[src/dcr_pkg.sv]
package dcr_pkg;

  localparam logic [3:0] ADDR_PWR0   = 4'h0;
  localparam logic [3:0] ADDR_PWR1   = 4'h1;
  localparam logic [3:0] ADDR_MIX0   = 4'h2;
  localparam logic [3:0] ADDR_MIX1   = 4'h3;
  localparam logic [3:0] ADDR_OSC0   = 4'h4;
  localparam logic [3:0] ADDR_OSC1   = 4'h5;
  localparam logic [3:0] ADDR_SDIV0  = 4'h6;
  localparam logic [3:0] ADDR_SDIV1  = 4'h7;
  localparam logic [3:0] ADDR_GLOBAL = 4'h8;
  localparam logic [3:0] ADDR_TEST   = 4'h9;
  localparam logic [3:0] ADDR_SYNC   = 4'hF;

  // Power/loop register bit positions
  localparam int PWR_RSVD_BIT  = 6;
  localparam int PWR_RLOOP_BIT = 5;
  localparam int PWR_DIGITAL_FILTER_LOOP_BIT = 4;
  localparam int PWR_PDN_BIT   = 3;
  localparam int PWR_CLR_BIT   = 2;
  localparam int PWR_TRANSMIT_OUTPUT_ENABLE_BIT  = 1;
  localparam int PWR_LLOOP_BIT = 0;
  localparam logic [7:0] PWR_RESET = 8'h0C;

  // Gain/mixer register field positions
  localparam int MIX_HPF_BIT  = 6;
  localparam int MIX_GAIN_LSB = 4;
  localparam int MIX_RX_LSB   = 2;
  localparam int MIX_TX_LSB   = 0;
  localparam logic [7:0] MIX_RESET = 8'h00;

  // Oversampling clock register
  localparam int OSC_SEL_BIT = 6;
  localparam logic [5:0] HIGH_SPEED_DIVIDER_RESET = 6'h10;
  localparam logic       SEL_RESET   = 1'b0;

  localparam logic [6:0] SAMPLING_DIVIDER_RESET = 7'h33;
  localparam logic [6:0] SAMPLING_DIVIDER_MIN   = 7'h33;

  localparam logic [7:0] REG_ZERO = 8'h00;

  typedef struct packed {
    logic       valid;
    logic       write;
    logic [3:0] addr;
    logic [7:0] wdata;
  } dcr_req_type;

  typedef struct packed {
    logic       remoteLoop;
    logic       digitalLoop;
    logic       codecClear;
    logic       powerDown;
    logic       txEnable;
    logic       localLoop;
    logic       highpassEn;
    logic [1:0] inputGain;
    logic [1:0] mixRxLevel;
    logic [1:0] mixTxLevel;
    logic [5:0] highSpeedDiv;
    logic       extClockSel;
    logic [6:0] samplingDiv;
  } dcr_codec_type;

endpackage

[src/dcr_control_regs.sv]
`timescale 1ns/1ps
// Contract
// - Decode 4-bit address; codec pairs 0x0-0x7, global 0x8, test 0x9, sync 0xF. Code stores nothing at 0x8-0xF; writes there are ignored and reads give zero.
// - Remote-loop bit routes receive modulator bit to D/A input; resets 0.
// - Digital-loop bit feeds interpolator output into decimator; resets 0.
// - Clear bit forces zero into all digital stages; resets 1.
// - Power-down bit stops processing and powers down analog; resets 1.
// - Transmit-enable turns on differential output; zero output while 0.
// - Local analog loop feeds output pins back to input amplifier.
// - Codec 1 copies power, mixer, oversample registers at 0x1, 0x3, 0x5.
// - High-pass enable adds voice D/A high-pass below 0.005 of rate.
// - Two-bit input gain: 0, 12, 24, 36 dB; resets 0.
// - Mixer sums four sources, each scaled by own level field.
// - Level codes: off; rx 1.5/tx 0.5; rx 3/tx 1; rx 6/tx 2.
// - Several mixer sources may be active simultaneously.
// - All four level fields zero powers down speaker driver and mixer.
// - Codec output amplifier unaffected by mixer settings or speaker off.
// - Six-bit high-speed divider sets oversampling divide; resets 0x10.
// - Write-only clock select: crystal when 0, external clock when 1.
// - Sampling divider resets 0x33; writes below 0x33 store 0x33.
// - Most significant bit of every register always reads zero.
// - On external clock only sampling divider applies.
// - All registers reachable through either serial port.
module dcr_control_regs #(
  parameter int NUM_PORTS = 2
) (
  input  wire logic                  mclk,         // System clock
  input  wire logic                  sys_rst,      // Sync reset, high
  input  wire logic                  softReset,    // Software reset pulse
  input  dcr_pkg::dcr_req_type       portReq [NUM_PORTS], // Per-port access
  output logic [7:0]                 portRdata [NUM_PORTS], // Read data
  output logic [NUM_PORTS-1:0]       portRvalid,   // Read data valid
  output dcr_pkg::dcr_codec_type     codecCfg [2], // Per-codec controls
  output logic [1:0]                 osrDivide [2] [0:0], // Unused shape
  output logic [1:0]                 dacBitFromMod, // Remote loop route
  output logic [1:0]                 decimFromInterp, // Digital loop route
  output logic [1:0]                 stagesCleared, // Digital stages held 0
  output logic [1:0]                 codecRunning,  // Processing enabled
  output logic [1:0]                 analogPowered, // Analog circuitry on
  output logic [1:0]                 txStageOn,     // Differential stage on
  output logic [1:0]                 ampLoopback,   // Analog local loop
  output logic [1:0]                 voiceHighpass, // Extra D/A high-pass
  output logic [5:0]                 inGainDb [2],  // Input gain in dB
  output logic [3:0]                 mixWeight [4], // Gain x2: Rx0,Tx0,Rx1,Tx1
  output logic [3:0]                 mixActive,     // Per-source connect
  output logic                       speakerPowered, // Speaker driver on
  output logic [1:0]                 osrClockExt,   // Clock from ext master
  output logic [5:0]                 osrDivEff [2], // Divider in effect
  output logic [6:0]                 sampleDiv [2]  // Sampling divider
);

  dcr_pkg::dcr_codec_type cfg_r [2];
  dcr_pkg::dcr_codec_type cfg_nxt [2];
  logic [7:0] rdata_r [NUM_PORTS];
  logic [7:0] rdata_nxt [NUM_PORTS];
  logic [NUM_PORTS-1:0] rvalid_r;
  logic [NUM_PORTS-1:0] rvalid_nxt;

  // Readback of one address; write-only and reserved bits give zero
  function automatic logic [7:0] readReg(
    input logic [3:0] addr,
    input dcr_pkg::dcr_codec_type c0,
    input dcr_pkg::dcr_codec_type c1
  );
    dcr_pkg::dcr_codec_type c;
    logic [7:0] v;
    c = addr[0] ? c1 : c0;
    v = dcr_pkg::REG_ZERO;
    if (addr == dcr_pkg::ADDR_PWR0 || addr == dcr_pkg::ADDR_PWR1) begin
      v[dcr_pkg::PWR_RLOOP_BIT] = c.remoteLoop;
      v[dcr_pkg::PWR_DIGITAL_FILTER_LOOP_BIT] = c.digitalLoop;
      v[dcr_pkg::PWR_PDN_BIT]   = c.powerDown;
      v[dcr_pkg::PWR_CLR_BIT]   = c.codecClear;
      v[dcr_pkg::PWR_TRANSMIT_OUTPUT_ENABLE_BIT]  = c.txEnable;
      v[dcr_pkg::PWR_LLOOP_BIT] = c.localLoop;
    end else if (addr == dcr_pkg::ADDR_MIX0 || addr == dcr_pkg::ADDR_MIX1) begin
      v[dcr_pkg::MIX_HPF_BIT] = c.highpassEn;
      v[dcr_pkg::MIX_GAIN_LSB +: 2] = c.inputGain;
      v[dcr_pkg::MIX_RX_LSB +: 2] = c.mixRxLevel;
      v[dcr_pkg::MIX_TX_LSB +: 2] = c.mixTxLevel;
    end else if (addr == dcr_pkg::ADDR_OSC0 || addr == dcr_pkg::ADDR_OSC1) begin
      v[5:0] = c.highSpeedDiv;
    end else if (addr == dcr_pkg::ADDR_SDIV0 ||
                 addr == dcr_pkg::ADDR_SDIV1) begin
      v[6:0] = c.samplingDiv;
    end
    // Global, test, sync and unmapped addresses read zero here
    v[7] = 1'b0;
    return v;
  endfunction

  always_comb begin
    cfg_nxt = cfg_r;
    // Port order sets priority: higher index wins on same-cycle writes
    for (int p = 0; p < NUM_PORTS; p++) begin
      if (portReq[p].valid && portReq[p].write &&
          portReq[p].addr[3] == 1'b0) begin
        case (portReq[p].addr[2:1])
          2'b00: begin
            // Reserved bit is not stored, whatever the host sends
            cfg_nxt[portReq[p].addr[0]].remoteLoop  =
              portReq[p].wdata[dcr_pkg::PWR_RLOOP_BIT];
            cfg_nxt[portReq[p].addr[0]].digitalLoop =
              portReq[p].wdata[dcr_pkg::PWR_DIGITAL_FILTER_LOOP_BIT];
            cfg_nxt[portReq[p].addr[0]].powerDown   =
              portReq[p].wdata[dcr_pkg::PWR_PDN_BIT];
            cfg_nxt[portReq[p].addr[0]].codecClear  =
              portReq[p].wdata[dcr_pkg::PWR_CLR_BIT];
            cfg_nxt[portReq[p].addr[0]].txEnable    =
              portReq[p].wdata[dcr_pkg::PWR_TRANSMIT_OUTPUT_ENABLE_BIT];
            cfg_nxt[portReq[p].addr[0]].localLoop   =
              portReq[p].wdata[dcr_pkg::PWR_LLOOP_BIT];
          end
          2'b01: begin
            cfg_nxt[portReq[p].addr[0]].highpassEn =
              portReq[p].wdata[dcr_pkg::MIX_HPF_BIT];
            cfg_nxt[portReq[p].addr[0]].inputGain =
              portReq[p].wdata[dcr_pkg::MIX_GAIN_LSB +: 2];
            cfg_nxt[portReq[p].addr[0]].mixRxLevel =
              portReq[p].wdata[dcr_pkg::MIX_RX_LSB +: 2];
            cfg_nxt[portReq[p].addr[0]].mixTxLevel =
              portReq[p].wdata[dcr_pkg::MIX_TX_LSB +: 2];
          end
          2'b10: begin
            cfg_nxt[portReq[p].addr[0]].extClockSel =
              portReq[p].wdata[dcr_pkg::OSC_SEL_BIT];
            cfg_nxt[portReq[p].addr[0]].highSpeedDiv =
              portReq[p].wdata[5:0];
          end
          default: begin
            if (portReq[p].wdata[6:0] < dcr_pkg::SAMPLING_DIVIDER_MIN) begin
              cfg_nxt[portReq[p].addr[0]].samplingDiv =
                dcr_pkg::SAMPLING_DIVIDER_MIN;
            end else begin
              cfg_nxt[portReq[p].addr[0]].samplingDiv =
                portReq[p].wdata[6:0];
            end
          end
        endcase
      end
    end
  end

  always_comb begin
    for (int p = 0; p < NUM_PORTS; p++) begin
      rvalid_nxt[p] = portReq[p].valid && !portReq[p].write;
      rdata_nxt[p]  = readReg(portReq[p].addr, cfg_r[0], cfg_r[1]);
    end
  end

  always_ff @(posedge mclk) begin
    if (sys_rst || softReset) begin
      for (int c = 0; c < 2; c++) begin
        cfg_r[c].remoteLoop   <= dcr_pkg::PWR_RESET[dcr_pkg::PWR_RLOOP_BIT];
        cfg_r[c].digitalLoop  <= dcr_pkg::PWR_RESET[dcr_pkg::PWR_DIGITAL_FILTER_LOOP_BIT];
        cfg_r[c].codecClear   <= dcr_pkg::PWR_RESET[dcr_pkg::PWR_CLR_BIT];
        cfg_r[c].powerDown    <= dcr_pkg::PWR_RESET[dcr_pkg::PWR_PDN_BIT];
        cfg_r[c].txEnable     <= dcr_pkg::PWR_RESET[dcr_pkg::PWR_TRANSMIT_OUTPUT_ENABLE_BIT];
        cfg_r[c].localLoop    <= dcr_pkg::PWR_RESET[dcr_pkg::PWR_LLOOP_BIT];
        cfg_r[c].highpassEn   <= dcr_pkg::MIX_RESET[dcr_pkg::MIX_HPF_BIT];
        cfg_r[c].inputGain    <= dcr_pkg::MIX_RESET[dcr_pkg::MIX_GAIN_LSB +: 2];
        cfg_r[c].mixRxLevel   <= dcr_pkg::MIX_RESET[dcr_pkg::MIX_RX_LSB +: 2];
        cfg_r[c].mixTxLevel   <= dcr_pkg::MIX_RESET[dcr_pkg::MIX_TX_LSB +: 2];
        cfg_r[c].highSpeedDiv <= dcr_pkg::HIGH_SPEED_DIVIDER_RESET;
        cfg_r[c].extClockSel  <= dcr_pkg::SEL_RESET;
        cfg_r[c].samplingDiv  <= dcr_pkg::SAMPLING_DIVIDER_RESET;
      end
      for (int p = 0; p < NUM_PORTS; p++) begin
        rdata_r[p] <= dcr_pkg::REG_ZERO;
      end
      rvalid_r <= '0;
    end else begin
      cfg_r    <= cfg_nxt;
      rdata_r  <= rdata_nxt;
      rvalid_r <= rvalid_nxt;
    end
  end

  assign portRdata  = rdata_r;
  assign portRvalid = rvalid_r;
  assign codecCfg   = cfg_r;
  assign osrDivide[0][0] = 2'b00;
  assign osrDivide[1][0] = 2'b00;

  // Mixer gains are carried doubled so the half steps stay integral
  function automatic logic [3:0] mixGain(input logic [1:0] lvl,
                                         input logic isRx);
    logic [3:0] g;
    g = 4'h0;
    case (lvl)
      2'b01:   g = isRx ? 4'h3 : 4'h1;
      2'b10:   g = isRx ? 4'h6 : 4'h2;
      2'b11:   g = isRx ? 4'hC : 4'h4;
      default: g = 4'h0;
    endcase
    return g;
  endfunction

  genvar c;
  generate
    for (c = 0; c < 2; c++) begin : g_codec
      assign dacBitFromMod[c]   = cfg_r[c].remoteLoop;
      assign decimFromInterp[c] = cfg_r[c].digitalLoop;
      assign stagesCleared[c]   = cfg_r[c].codecClear;
      assign codecRunning[c]    = ~cfg_r[c].powerDown;
      assign analogPowered[c]   = ~cfg_r[c].powerDown;
      // Stage holds zero differential unless enabled and powered
      assign txStageOn[c]   = cfg_r[c].txEnable & ~cfg_r[c].powerDown;
      assign ampLoopback[c] = cfg_r[c].localLoop;
      assign voiceHighpass[c] = cfg_r[c].highpassEn;
      assign inGainDb[c] = 6'(12 * cfg_r[c].inputGain);
      assign mixWeight[2*c]   = mixGain(cfg_r[c].mixRxLevel, 1'b1);
      assign mixWeight[2*c+1] = mixGain(cfg_r[c].mixTxLevel, 1'b0);
      assign mixActive[2*c]   = |cfg_r[c].mixRxLevel;
      assign mixActive[2*c+1] = |cfg_r[c].mixTxLevel;
      assign osrClockExt[c] = cfg_r[c].extClockSel;
      // External master clock already is the oversampling clock
      assign osrDivEff[c] = cfg_r[c].extClockSel ? 6'h01
                                                 : cfg_r[c].highSpeedDiv;
      assign sampleDiv[c] = cfg_r[c].samplingDiv;
    end
  endgenerate

  // Codec output path does not depend on the mixer at all
  assign speakerPowered = |mixActive;

endmodule

[config.mk]
export PLATFORM = sky130hd
export DESIGN_NAME = dcr_control_regs
export DESIGN_NICKNAME = d
export VERILOG_FILES = /design/src/dcr_pkg.sv /design/src/dcr_control_regs.sv
export SDC_FILE = /design/constraint.sdc
export NUM_CORES = 1
export LEC_CHECK = 0
export BUFFER_PORTS_ARGS = -buffer_cell sky130_fd_sc_hd__clkbuf_2
export CAP_MARGIN = 0
export CORE_MARGIN = 2
export CORE_UTILIZATION = 50
export CTS_CLUSTER_DIAMETER = 100
export DETAILED_ROUTE_END_ITERATION = 10
export HOLD_SLACK_MARGIN = 0.15
export PLACE_DENSITY = 0.84
export SKIP_CTS_REPAIR_TIMING = 1
export SLEW_MARGIN = 20
export SYNTH_ARGS = -nofsm -noshare
export SYNTH_HDL_FRONTEND = slang
export SYNTH_SLANG_ARGS = --single-unit
[constraint.sdc]
create_clock -name mclk -period 1.75 [get_ports mclk]
set_input_delay 0.175 -clock mclk [delete_from_list [all_inputs] [get_ports mclk]]
set_output_delay 0.175 -clock mclk [all_outputs]
set_load 0.005 [all_outputs]
==> metrics.txt, run 1 <==
# TYPE chip_impl_metric gauge
chip_impl_metric{name="tcrit_tclk_final",unit="%"} 102
chip_impl_metric{name="starting_utilization_of_the_core_area",unit="%"} 51.5
chip_impl_metric{name="number_of_max_capacitance_violations_reported",unit=""} 0
chip_impl_metric{name="drt_iter0_markers",unit=""} 526
chip_impl_metric{name="place.gp.congestion",unit=""} 0.964
chip_impl_metric{name="leakagePower",unit="nW"} 2.76
chip_impl_metric{name="swShare",unit="%"} 28.2
chip_impl_info{name="setup_crit_end_kind",value="output port"} 1
chip_impl_metric{name="core-area",unit="mm2"} 0.00924
chip_impl_metric{name="min_tclk_post_route",unit="ns"} 1.79
chip_impl_metric{name="drt-pass1-iter-count",unit=""} 6
chip_impl_metric{name="pin_count_of_the_biggest_net_entering_global_routing",unit=""} 19
chip_impl_metric{name="cts.sinks",unit=""} 70
chip_impl_metric{name="worstPathMaxFanout",unit=""} 3
chip_impl_metric{name="routed_via_density",unit=""} 6.03
chip_impl_metric{name="portBuffers",unit=""} 169
chip_impl_metric{name="final_max_slew_viol_count",unit=""} 0
chip_impl_info{name="synth_ff_type",value="sky130_fd_sc_hd__dfxtp_1"} 1
chip_impl_metric{name="fill_cells",unit=""} 798
chip_impl_metric{name="internal-power",unit="mW"} 2.32
chip_impl_metric{name="final_cell_area",unit="mm2"} 0.00573
chip_impl_metric{name="numCtsBuffers",unit=""} 9
chip_impl_metric{name="synth_area",unit="mm2"} 0.00476
chip_impl_metric{name="finalWirelength",unit="um"} 16700
chip_impl_metric{name="grt.total_usage",unit="%"} 31.2
chip_impl_metric{name="h_tree_level_count",unit=""} 3
chip_impl_metric{name="synth_sequential_area_ratio",unit="%"} 29.4
chip_impl_metric{name="io-pin-count",unit=""} 184
chip_impl_metric{name="clock_latency_of_the_later_clocked_register_in_the_worst_skew_pair",unit="ns"} 0.35
chip_impl_metric{name="global_route_wire_length_before_repair",unit="um"} 24400
chip_impl_info{name="rsz0062_at_grt",value="true"} 1
chip_impl_metric{name="register_area",unit="mm2"} 0.00141
chip_impl_metric{name="synth_cell_types",unit=""} 61
chip_impl_metric{name="setup-tns-final",unit="ns"} -0.0362
chip_impl_metric{name="dp_hpwl",unit="um"} 12300
chip_impl_metric{name="die_h",unit="um"} 102
chip_impl_metric{name="hold_violations",unit=""} 0
chip_impl_info{name="timing.critical_path.from_type",value="flop"} 1
chip_impl_metric{name="setup_viol",unit=""} 1
chip_impl_metric{name="detail_route.wl_per_cell",unit="um"} 20.4
chip_impl_metric{name="detail_route.drc_violations",unit=""} 0
chip_impl_metric{name="pre_cts_worst_setup_slack",unit="ns"} 0.0390
chip_impl_info{name="violations",value="setup timing"} 1
chip_impl_metric{name="syn_inst",unit=""} 532
chip_impl_metric{name="area_of_the_multi_input_gates",unit="mm2"} 0.00274
chip_impl_info{name="cts-root-buf",value="sky130_fd_sc_hd__clkbuf_8"} 1
chip_impl_metric{name="die_area",unit="mm2"} 0.0103
chip_impl_metric{name="power.ir.vdd_worst",unit="mV"} 0.298
chip_impl_metric{name="final-instance-count-excl-fill",unit=""} 816
chip_impl_metric{name="syn_area_per_cell",unit="um2"} 8.95
chip_impl_metric{name="layout-drive-gt1-share",unit="%"} 38.6
chip_impl_metric{name="clk_path_buf_depth",unit=""} 2
chip_impl_metric{name="clockPowerShare",unit="%"} 34.9
chip_impl_metric{name="synth-edff-count",unit=""} 0
chip_impl_metric{name="drt.antenna.violating_nets",unit=""} 0
chip_impl_metric{name="num_vias",unit=""} 4924
chip_impl_metric{name="synthToLayoutAreaGrowth",unit="%"} 20.4
chip_impl_metric{name="clkSlewWorstSetupHoldPaths",unit="ns"} 0.08
chip_impl_metric{name="dpl_cell_area",unit="mm2"} 0.00550
chip_impl_info{name="tritoncts",value="built"} 1
chip_impl_metric{name="timing.critical_path.arrival",unit="ns"} 1.61
chip_impl_metric{name="numPlacedInstances",unit=""} 794
chip_impl_metric{name="globalRoute.totalOverflow",unit=""} 0
chip_impl_metric{name="post-route-worst-setup-slack",unit="ns"} -0.0362
chip_impl_metric{name="comb_pwr_share",unit="%"} 15.0
chip_impl_metric{name="share_seq_of_total_power",unit="%"} 50.2
chip_impl_metric{name="synthesis.yosys.warnings",unit=""} 0
chip_impl_info{name="layout_commonest_cell",value="sky130_fd_sc_hd__clkbuf_2"} 1
chip_impl_metric{name="total_switching_power",unit="uW"} 912
chip_impl_metric{name="worstPathRequired",unit="ns"} 1.57
chip_impl_metric{name="ys_async_sr_fraction",unit="%"} 0
chip_impl_metric{name="num_antenna_cells",unit=""} 0
chip_impl_metric{name="die_x",unit="um"} 102
chip_impl_metric{name="first_global_vias",unit=""} 4390
chip_impl_metric{name="worst_clock_skew",unit="ns"} 0.0112
chip_impl_info{name="min_path_type",value="in -> reg"} 1
chip_impl_info{name="criticalPathCategory",value="reg -> out"} 1
chip_impl_metric{name="row_count",unit=""} 35
chip_impl_metric{name="layout.core_utilization",unit="%"} 62.0
chip_impl_metric{name="worst-slew-pin-transition",unit="ns"} 0.596
chip_impl_metric{name="power_density",unit="mW/mm2"} 565
chip_impl_metric{name="peak_clock_frequency_supported_by_timing",unit="MHz"} 560
chip_impl_metric{name="ys_ff_latch",unit=""} 70
chip_impl_info{name="most-common-layout-cells",value="168 x sky130_fd_sc_hd__clkbuf_2, 67 x sky130_fd_sc_hd__dfxtp_1, 43 x sky130_fd_sc_hd__a21oi_1"} 1
chip_impl_info{name="result_of_the_run",value="finished with violations"} 1
chip_impl_metric{name="initial_antenna_violation_count",unit=""} 0
chip_impl_metric{name="max-slew-margin-rel",unit="%"} 59.3
chip_impl_metric{name="num-nets-final",unit=""} 727
## layer usage
metal / vias to the layer above / wire (um) / global-route usage [%] / share of wire, %
met3: 73 / 2040 / 8.14 / 12
met1: 2303 / 6420 / 40.8 / 39
met4: 0 / 789 / 13.5 / 4.7
met5: - / 0 / 0 / 0
met2: 368 / 7420 / 48.7 / 44
li1: 2180 / - / - / -
## per-stage QoR
| stage | hold slack (ns) | power (mW) |
|---|---|---|
| CTS | 0.0399 | 3.20 |
| finish | 0.176 | 3.24 |
| floorplan | 0.251 | 1.96 |
| global route | 0.195 | 3.33 |
| global placement | 0.395 | 2.11 |
| detailed placement | 0.399 | 2.12 |
## power groups by stage
| stage | Combinational [mW] | Sequential [mW] | Clock, mW |
|---|---|---|---|
| 5_1_grt | 0.510 | 1.62 | 1.19 |
| 3_3_place_gp | 0.447 | 1.66 | 0 |
| 4_1_cts | 0.460 | 1.62 | 1.12 |
| 3_5_place_dp | 0.457 | 1.66 | 0 |
| 2_1_floorplan | 0.302 | 1.66 | 0 |
| 6_report | 0.484 | 1.62 | 1.13 |
## synthesized netlist by cell type, types with 4 or more instances
master	count	share of area, %
sky130_fd_sc_hd__nor2b_1	25	3.3
sky130_fd_sc_hd__a31oi_1	4	0.53
sky130_fd_sc_hd__nand4b_1	5	0.92
sky130_fd_sc_hd__a311oi_1	5	0.92
sky130_fd_sc_hd__and2_1	7	0.92
sky130_fd_sc_hd__ha_1	12	3.2
sky130_fd_sc_hd__or3_1	5	0.66
sky130_fd_sc_hd__o211ai_1	4	0.63
sky130_fd_sc_hd__o22ai_1	6	0.79
sky130_fd_sc_hd__o21ai_1	5	0.53
sky130_fd_sc_hd__a211oi_1	11	1.7
sky130_fd_sc_hd__dfxtp_1	70	29
sky130_fd_sc_hd__nand2_2	4	0.53
sky130_fd_sc_hd__a21oi_1	43	4.5
sky130_fd_sc_hd__nand3b_1	4	0.63
sky130_fd_sc_hd__mux2i_1	41	8.6
sky130_fd_sc_hd__nor3_1	4	0.42
sky130_fd_sc_hd__inv_1	19	1.5
sky130_fd_sc_hd__buf_6	5	1.2
sky130_fd_sc_hd__o21ai_0	29	3.0
sky130_fd_sc_hd__or2_2	7	0.92
sky130_fd_sc_hd__a221oi_1	7	1.3
sky130_fd_sc_hd__buf_2	17	1.8
sky130_fd_sc_hd__clkbuf_1	10	0.79
sky130_fd_sc_hd__nor2_1	27	2.1
sky130_fd_sc_hd__mux4_2	13	6.2
sky130_fd_sc_hd__a211o_1	4	0.74
sky130_fd_sc_hd__o31ai_1	4	0.63
sky130_fd_sc_hd__nand2_1	20	1.6
sky130_fd_sc_hd__a2111oi_0	4	0.74
sky130_fd_sc_hd__buf_4	45	7.1
sky130_fd_sc_hd__and3_1	5	0.66
sky130_fd_sc_hd__nand3_1	15	1.6
## layout make-up
class / count / share of cell area (%)
multi-input combinational: 370 / 47.7
sequential: 70 / 24.5
timing repair buffer: 214 / 21.0
tap: 129 / 2.82
clock buffer: 12 / 2.53
inverter: 19 / 1.24
clock inverter: 2 / 0.175
## sequential cells by signal (all words and copies together), names as in the netlist
signal,cells
ampLoopback,2
codecCfg,52
portRdata,14
portRvalid,2
## kinds of logic (layout without fill, tap and decap cells)
family | Yosys count | in the layout | share of synthesized area [%]
multiplexers | 59 | 59 | 16.6
AO/OA/AOI/OAI | 138 | 138 | 18.5
other | 1 | 12 | 0.0788
AND/OR/NAND/NOR | 149 | 149 | 18.1
buffers and inverters | 103 | 247 | 14.1
adder cells (fa/ha/maj) | 12 | 12 | 3.15
flip-flops | 70 | 70 | 29.4
## path summary, 6_finish.rpt
kind | slack [ns] | depth (start not counted) | startpoint | endpoint
setup / recovery | -0.04 | 5 | codecCfg[16] | speakerPowered
hold / removal | 0.18 | 3 | softReset | portRdata[8]
setup reg to reg | 0.13 | 4 | codecCfg[45] | portRdata[4]
hold reg to reg | 0.57 | 2 | codecCfg[37] | codecCfg[37]
## critical path, cell delays in order, from the launching register on
cell                      delay, ns
sky130_fd_sc_hd__dfxtp_1       0.34
sky130_fd_sc_hd__inv_2         0.07
sky130_fd_sc_hd__ha_1          0.15
sky130_fd_sc_hd__inv_1         0.05
sky130_fd_sc_hd__or4_1         0.50
sky130_fd_sc_hd__buf_2         0.14
(Power assumes the default switching activity.)
==> inputs of run 2 (changes only) <==
--- a/config.mk
+++ b/config.mk
@@ -5,6 +5,7 @@
 export SDC_FILE = /design/constraint.sdc
 export NUM_CORES = 1
 export LEC_CHECK = 0
+export ABC_AREA = 1
 export BUFFER_PORTS_ARGS = -buffer_cell sky130_fd_sc_hd__clkbuf_2
 export CAP_MARGIN = 0
 export CORE_MARGIN = 2
@@ -12,7 +13,7 @@
 export CTS_CLUSTER_DIAMETER = 100
 export DETAILED_ROUTE_END_ITERATION = 10
 export HOLD_SLACK_MARGIN = 0.15
-export PLACE_DENSITY = 0.84
+export PLACE_DENSITY = 0.83
 export SKIP_CTS_REPAIR_TIMING = 1
 export SLEW_MARGIN = 20
 export SYNTH_ARGS = -nofsm -noshare
==> run 2 against run 1 <==
- the run now ends clean
- synthesized area grew 1.9%
- worst hold slack worse by 0.0021 ns
- first-iteration DRC count increased by 21%
- clock power is 4% higher
- utilization up 1.0 points
- largest cell class unchanged
- largest power group unchanged
==> metrics.txt, run 2 <==
# TYPE chip_impl_metric gauge
chip_impl_info{name="result_of_the_run",value="completed"} 1
chip_impl_metric{name="synth_sequential_area_ratio",unit="%"} 28.9
chip_impl_metric{name="grt.total_usage",unit="%"} 33.6
chip_impl_info{name="setup_crit_end_kind",value="output port"} 1
chip_impl_metric{name="layout.core_utilization",unit="%"} 63.0
chip_impl_metric{name="worst_clock_skew",unit="ns"} 0.00724
chip_impl_metric{name="detail_route.drc_violations",unit=""} 0
chip_impl_metric{name="peak_clock_frequency_supported_by_timing",unit="MHz"} 594
chip_impl_metric{name="finalWirelength",unit="um"} 17600
chip_impl_info{name="hp-start",value="portReq[13]"} 1
chip_impl_metric{name="internal-power",unit="mW"} 2.31
chip_impl_metric{name="share_seq_of_total_power",unit="%"} 49.1
chip_impl_metric{name="comb_pwr_share",unit="%"} 15.2
chip_impl_metric{name="number_of_max_capacitance_violations_reported",unit=""} 0
chip_impl_metric{name="clock_latency_of_the_later_clocked_register_in_the_worst_skew_pair",unit="ns"} 0.37
chip_impl_info{name="criticalPathCategory",value="reg -> out"} 1
chip_impl_metric{name="fin_total_pwr",unit="mW"} 3.31
chip_impl_metric{name="synth_top_cell_area_share",unit="%"} 28.9
chip_impl_metric{name="clkSlewWorstSetupHoldPaths",unit="ns"} 0.07
chip_impl_metric{name="final_max_slew_viol_count",unit=""} 0
chip_impl_metric{name="starting_utilization_of_the_core_area",unit="%"} 52.0
chip_impl_metric{name="globalRoute.totalOverflow",unit=""} 0
chip_impl_metric{name="dp_hpwl",unit="um"} 13400
chip_impl_metric{name="max-slew-margin-rel",unit="%"} 62.8
chip_impl_metric{name="initial_antenna_violation_count",unit=""} 0
chip_impl_metric{name="worstPathMaxFanout",unit=""} 5
chip_impl_metric{name="min_tclk_post_route",unit="ns"} 1.68
chip_impl_metric{name="num_vias",unit=""} 5732
chip_impl_metric{name="global_route_wire_length_before_repair",unit="um"} 26200
chip_impl_metric{name="final-instance-count-excl-fill",unit=""} 1047
chip_impl_metric{name="first_global_vias",unit=""} 4967
chip_impl_metric{name="pin_count_of_the_biggest_net_entering_global_routing",unit=""} 55
chip_impl_metric{name="portBuffers",unit=""} 169
chip_impl_metric{name="timing.critical_path.arrival",unit="ns"} 1.51
chip_impl_metric{name="swShare",unit="%"} 30.2
chip_impl_metric{name="place.gp.congestion",unit=""} 1.02
chip_impl_metric{name="clk_path_buf_depth",unit=""} 2
chip_impl_metric{name="core-area",unit="mm2"} 0.00933
chip_impl_info{name="rsz0062_at_grt",value="false"} 1
chip_impl_info{name="synth_ff_type",value="sky130_fd_sc_hd__dfxtp_1"} 1
chip_impl_info{name="synth.most_common_cell",value="sky130_fd_sc_hd__nand2_1"} 1
chip_impl_info{name="timing.critical_path.from_type",value="flop"} 1
chip_impl_metric{name="tcrit_tclk_final",unit="%"} 96.2
chip_impl_metric{name="synth_area",unit="mm2"} 0.00485
chip_impl_metric{name="die_area",unit="mm2"} 0.0105
chip_impl_metric{name="ys_ff_latch",unit=""} 70
chip_impl_info{name="yosysTopAreaCell",value="sky130_fd_sc_hd__dfxtp_1"} 1
chip_impl_info{name="min_path_type",value="in -> reg"} 1
chip_impl_metric{name="drt_iter0_markers",unit=""} 638
chip_impl_metric{name="hold_violations",unit=""} 0
chip_impl_metric{name="num-nets-final",unit=""} 956
chip_impl_metric{name="die_x",unit="um"} 102
chip_impl_info{name="crit_path_start",value="codecCfg[43]"} 1
chip_impl_metric{name="numCtsBuffers",unit=""} 9
chip_impl_info{name="rr_startpoint",value="codecCfg[41]"} 1
chip_impl_metric{name="num_antenna_cells",unit=""} 0
chip_impl_metric{name="worstPathRequired",unit="ns"} 1.57
chip_impl_metric{name="layout-drive-gt1-share",unit="%"} 24.7
chip_impl_metric{name="synthToLayoutAreaGrowth",unit="%"} 21.3
chip_impl_metric{name="numPlacedInstances",unit=""} 1027
chip_impl_metric{name="detail_route.wl_per_cell",unit="um"} 16.9
chip_impl_metric{name="worst-slew-pin-transition",unit="ns"} 0.556
chip_impl_metric{name="syn_area_per_cell",unit="um2"} 6.35
chip_impl_info{name="most-common-layout-cells",value="183 x sky130_fd_sc_hd__nand2_1, 169 x sky130_fd_sc_hd__clkbuf_2, 106 x sky130_fd_sc_hd__inv_1"} 1
chip_impl_metric{name="total_switching_power",unit="uW"} 998
chip_impl_metric{name="setup_viol",unit=""} 0
chip_impl_metric{name="power.ir.vdd_worst",unit="mV"} 0.346
chip_impl_info{name="cts-root-buf",value="sky130_fd_sc_hd__clkbuf_8"} 1
chip_impl_metric{name="power_density",unit="mW/mm2"} 562
chip_impl_info{name="ys_top_cells_by_count",value="183 x sky130_fd_sc_hd__nand2_1, 106 x sky130_fd_sc_hd__inv_1, 104 x sky130_fd_sc_hd__o21ai_0"} 1
chip_impl_metric{name="io-pin-count",unit=""} 184
chip_impl_metric{name="die_h",unit="um"} 102
chip_impl_metric{name="routed_via_density",unit=""} 5.47
chip_impl_metric{name="cts.sinks",unit=""} 70
chip_impl_info{name="synth_area_leaders",value="sky130_fd_sc_hd__dfxtp_1 29%, sky130_fd_sc_hd__nand2_1 14%, sky130_fd_sc_hd__o21ai_0 11%"} 1
chip_impl_metric{name="drt.antenna.violating_nets",unit=""} 0
chip_impl_metric{name="synthesis.yosys.warnings",unit=""} 0
chip_impl_metric{name="synth_cell_types",unit=""} 32
chip_impl_metric{name="synth-edff-count",unit=""} 0
chip_impl_info{name="tritoncts",value="built"} 1
chip_impl_metric{name="drt-pass1-iter-count",unit=""} 6
chip_impl_metric{name="row_count",unit=""} 35
chip_impl_metric{name="ys_async_sr_fraction",unit="%"} 0
chip_impl_metric{name="clockPowerShare",unit="%"} 35.7
chip_impl_metric{name="leakagePower",unit="nW"} 3.16
chip_impl_metric{name="syn_inst",unit=""} 764
chip_impl_metric{name="h_tree_level_count",unit=""} 3
chip_impl_info{name="layout_commonest_cell",value="sky130_fd_sc_hd__nand2_1"} 1
chip_impl_metric{name="setup-tns-final",unit="ns"} 0
chip_impl_metric{name="largest_register_ff_count",unit=""} 52
run 2: layout make-up:
class	count	area, um2
well taps	129	161
clock buffers	12	145
multi-input cells	528	2660
flip-flops and latches	70	1400
fillers	894	3450
clock inverters	4	22.5
repair buffers	194	1080
inverters	110	413
run 2: worst max-delay path, cell delays in order, from the launching register on:
cell                       delay (ns)
sky130_fd_sc_hd__dfxtp_1         0.43
sky130_fd_sc_hd__inv_1           0.12
sky130_fd_sc_hd__ha_1            0.20
sky130_fd_sc_hd__or2_2           0.28
sky130_fd_sc_hd__clkbuf_2        0.12
run 2: power groups by stage:
stage	Combinational [mW]	Clock [mW]	Sequential, mW
3_5_place_dp	0.475	0	1.66
6_report	0.501	1.18	1.62
3_3_place_gp	0.471	0	1.66
2_1_floorplan	0.273	0	1.66
5_1_grt	0.540	1.25	1.63
4_1_cts	0.477	1.19	1.62
run 2: worst paths after layout:
check / endpoint / slack (ns) / cells past startpoint
setup reg to reg: portRdata[0] / 0.44 / 4
hold / removal: codecCfg[38] / 0.17 / 5
setup / recovery: mixWeight[14] / 0.07 / 4
hold reg to reg: codecCfg[45] / 0.53 / 2
run 2: stage by stage:
step                hold WS (ns)  area [um2]  setup slack, ns
floorplan                  0.247        4890            0.571
global placement           0.350        5670            0.187
detailed placement         0.357        5670            0.150
CTS                      -0.0261        5840           0.0323
global route               0.192        5880          0.00748
finish                     0.174        5880           0.0658
run 2: cells by family after synthesis:
group                      Yosys count  synth area share [%]
other                                1                0.0773
DFF                                 70                  28.9
AOI/OAI and AO/OA                  199                  23.6
buffers and inverters              177                  17.2
adders and majority gates           12                  3.10
and+or+nand+nor                    305                  27.1
run 2: per-layer routing:
layer | vias to the layer above | global-route usage [%] | part of all wire, %
met4 | 0 | 17.5 | 5.5
li1 | 2737 | - | -
met3 | 77 | 8.55 | 13
met2 | 415 | 51.7 | 42
met1 | 2503 | 43.4 | 39
met5 | - | 0 | 0
==> inputs of run 3 (changes only) <==
--- a/config.mk
+++ b/config.mk
@@ -13,7 +13,7 @@
 export CTS_CLUSTER_DIAMETER = 100
 export DETAILED_ROUTE_END_ITERATION = 10
 export HOLD_SLACK_MARGIN = 0.15
-export PLACE_DENSITY = 0.83
+export PLACE_DENSITY = 0.81
 export SKIP_CTS_REPAIR_TIMING = 1
 export SLEW_MARGIN = 20
 export SYNTH_ARGS = -nofsm -noshare
==> run 3 against run 2 <==
- fmax rose by 0.25%
- utilization barely moved
- flip-flop and latch count did not move
- global-route usage fell by 0.12 points
- worst hold slack improved by 0.0067 ns
- die area did not move
- setup slack improved by 0.0043 ns
- first-iteration DRC count rose by 2.4%
- clock power barely moved
- combinational power rose by 1%
- critical path type unchanged
- critical endpoint unchanged
==> metrics.txt, run 3 (synthesis results as in run 2) <==
# TYPE chip_impl_metric gauge
chip_impl_info{name="result_of_the_run",value="completed"} 1
chip_impl_metric{name="hold_violations",unit=""} 0
chip_impl_metric{name="power.ir.vdd_worst",unit="mV"} 0.298
chip_impl_metric{name="global_route_wire_length_before_repair",unit="um"} 26200
chip_impl_metric{name="num_antenna_cells",unit=""} 0
chip_impl_metric{name="peak_clock_frequency_supported_by_timing",unit="MHz"} 595
chip_impl_info{name="crit_path_start",value="codecCfg[43]"} 1
chip_impl_metric{name="reg2reg_setup_slack",unit="ns"} 0.40
chip_impl_info{name="rr_startpoint",value="codecCfg[42]"} 1
chip_impl_metric{name="final_max_slew_viol_count",unit=""} 0
chip_impl_metric{name="pre_cts_worst_setup_slack",unit="ns"} 0.164
chip_impl_info{name="rsz0062_at_grt",value="false"} 1
chip_impl_info{name="min_path_type",value="in -> reg"} 1
chip_impl_metric{name="worstPathMaxFanout",unit=""} 5
chip_impl_metric{name="fin_total_pwr",unit="mW"} 3.28
chip_impl_info{name="layout_commonest_cell",value="sky130_fd_sc_hd__nand2_1"} 1
chip_impl_metric{name="cts.sinks",unit=""} 70
chip_impl_metric{name="cp_slowest_stage_delay",unit="ns"} 0.43
chip_impl_info{name="timing.critical_path.from_type",value="flop"} 1
chip_impl_metric{name="worst_clock_skew",unit="ns"} 0.00467
chip_impl_metric{name="tcrit_tclk_final",unit="%"} 96.0
chip_impl_metric{name="clkSlewWorstSetupHoldPaths",unit="ns"} 0.07
chip_impl_info{name="criticalPathCategory",value="reg -> out"} 1
chip_impl_metric{name="min_tclk_post_route",unit="ns"} 1.68
chip_impl_metric{name="finalWirelength",unit="um"} 17900
chip_impl_metric{name="row_count",unit=""} 35
chip_impl_info{name="tritoncts",value="built"} 1
chip_impl_metric{name="worstPathRequired",unit="ns"} 1.57
chip_impl_metric{name="fill_cells",unit=""} 950
chip_impl_info{name="most-common-layout-cells",value="183 x sky130_fd_sc_hd__nand2_1, 169 x sky130_fd_sc_hd__clkbuf_2, 106 x sky130_fd_sc_hd__inv_1"} 1
chip_impl_metric{name="leakagePower",unit="nW"} 3.16
chip_impl_metric{name="worst_path_depth",unit=""} 4
chip_impl_metric{name="drt.antenna.violating_nets",unit=""} 0
chip_impl_metric{name="place.gp.congestion",unit=""} 1.02
chip_impl_metric{name="power_density",unit="mW/mm2"} 559
chip_impl_metric{name="num-nets-final",unit=""} 959
chip_impl_metric{name="synthToLayoutAreaGrowth",unit="%"} 21.2
chip_impl_metric{name="layout.core_utilization",unit="%"} 63.0
chip_impl_metric{name="first_global_vias",unit=""} 4865
chip_impl_info{name="critical_path.reg2reg.endpoint",value="portRdata[1]"} 1
chip_impl_metric{name="drt_iter0_markers",unit=""} 653
chip_impl_metric{name="final-instance-count-excl-fill",unit=""} 1048
chip_impl_metric{name="die_h",unit="um"} 102
chip_impl_metric{name="detail_route.wl_per_cell",unit="um"} 17.0
chip_impl_metric{name="clock_latency_of_the_later_clocked_register_in_the_worst_skew_pair",unit="ns"} 0.36
chip_impl_info{name="capturing_instance_or_port_of_the_critical_path",value="mixWeight[14]"} 1
chip_impl_metric{name="timing.critical_path.arrival",unit="ns"} 1.50
chip_impl_metric{name="number_of_max_capacitance_violations_reported",unit=""} 0
chip_impl_metric{name="die_area",unit="mm2"} 0.0105
chip_impl_metric{name="starting_utilization_of_the_core_area",unit="%"} 52.0
chip_impl_metric{name="dp_hpwl",unit="um"} 13500
chip_impl_metric{name="layout-drive-gt1-share",unit="%"} 24.7
chip_impl_metric{name="routed_via_density",unit=""} 5.47
chip_impl_metric{name="detail_route.drc_violations",unit=""} 0
chip_impl_metric{name="core-area",unit="mm2"} 0.00933
chip_impl_info{name="hp-start",value="portReq[12]"} 1
chip_impl_info{name="crit_family",value="flip-flops"} 1
chip_impl_metric{name="num_vias",unit=""} 5730
chip_impl_metric{name="portBuffers",unit=""} 169
chip_impl_metric{name="globalRoute.totalOverflow",unit=""} 0
chip_impl_info{name="setup_crit_end_kind",value="output port"} 1
chip_impl_metric{name="setup_viol",unit=""} 0
chip_impl_metric{name="die_x",unit="um"} 102
chip_impl_metric{name="min_path_cells",unit=""} 5
chip_impl_info{name="critical_path_cell_list",value="inv_1, ha_1, or2_2, clkbuf_2"} 1
chip_impl_metric{name="numCtsBuffers",unit=""} 9
chip_impl_info{name="cp_slowest_cell",value="sky130_fd_sc_hd__dfxtp_1"} 1
chip_impl_info{name="cts-root-buf",value="sky130_fd_sc_hd__clkbuf_8"} 1
chip_impl_metric{name="post-route-worst-setup-slack",unit="ns"} 0.0700
chip_impl_metric{name="drt-pass1-iter-count",unit=""} 5
chip_impl_metric{name="timing.reg2reg.worst_path_depth",unit=""} 4
chip_impl_metric{name="largest_register_ff_count",unit=""} 52
chip_impl_metric{name="h_tree_level_count",unit=""} 3
chip_impl_metric{name="io-pin-count",unit=""} 184
chip_impl_metric{name="cp_num_buf_inv",unit=""} 2
chip_impl_metric{name="grt.total_usage",unit="%"} 33.5
chip_impl_metric{name="setup-tns-final",unit="ns"} 0
chip_impl_metric{name="pin_count_of_the_biggest_net_entering_global_routing",unit=""} 54
chip_impl_metric{name="initial_antenna_violation_count",unit=""} 0
chip_impl_metric{name="numPlacedInstances",unit=""} 1030
chip_impl_metric{name="clk_path_buf_depth",unit=""} 2
## run 3: cell type report
type	count	area (um2)	area share (%)
multi-input combinational	528	2660	45.2
sequential	70	1400	23.8
timing repair buffer	197	1090	18.6
inverter	110	413	7.03
tap	129	161	2.75
clock buffer	12	145	2.47
clock inverter	2	10.0	0.170
## run 3: worst reg2reg max path, stage by stage, from the launching register on
cell and delay (ns):
sky130_fd_sc_hd__dfxtp_1 0.40, sky130_fd_sc_hd__inv_1 0.10, sky130_fd_sc_hd__o21ai_0 0.31, sky130_fd_sc_hd__nand2_1 0.09, sky130_fd_sc_hd__a41oi_1 0.34
## run 3: through the flow
| stage | cell area, um2 | hold WS (ns) |
|---|---|---|
| 5_1_grt | 5880 | 0.223 |
| 4_1_cts | 5840 | -0.0266 |
| 6_report | 5880 | 0.181 |
| 3_5_place_dp | 5680 | 0.355 |
| 2_1_floorplan | 4890 | 0.247 |
| 3_3_place_gp | 5680 | 0.350 |
## run 3: per-layer routing
metal / vias up / share of wire [%] / wire length [um] / track usage (%)
li1: 2732 / - / - / -
met1: 2520 / 40 / 7180 / 44.6
met2: 412 / 43 / 7670 / 50.5
met3: 66 / 12 / 2150 / 7.93
met4: 0 / 4.9 / 869 / 17.2
met5: - / 0 / 0 / 0
## run 3: how the worst min path moves through the flow
| stage | to | slack (ns) |
|---|---|---|
| 6_report | codecCfg[38] | 0.18 |
| 4_1_cts | portRvalid[0] | -0.03 |
| 3_3_place_gp | portRvalid[0] | 0.35 |
| 3_5_place_dp | portRvalid[0] | 0.35 |
| 5_1_grt | codecCfg[53] | 0.22 |
| 2_1_floorplan | portRvalid[0] | 0.25 |
## run 3: power by group
part           leakage [nW]  switching [mW]  internal (mW)  total [mW]
clock network        0.0821           0.618          0.534        1.15
logic                  2.51           0.349          0.157       0.506
registers             0.566          0.0146           1.61        1.62
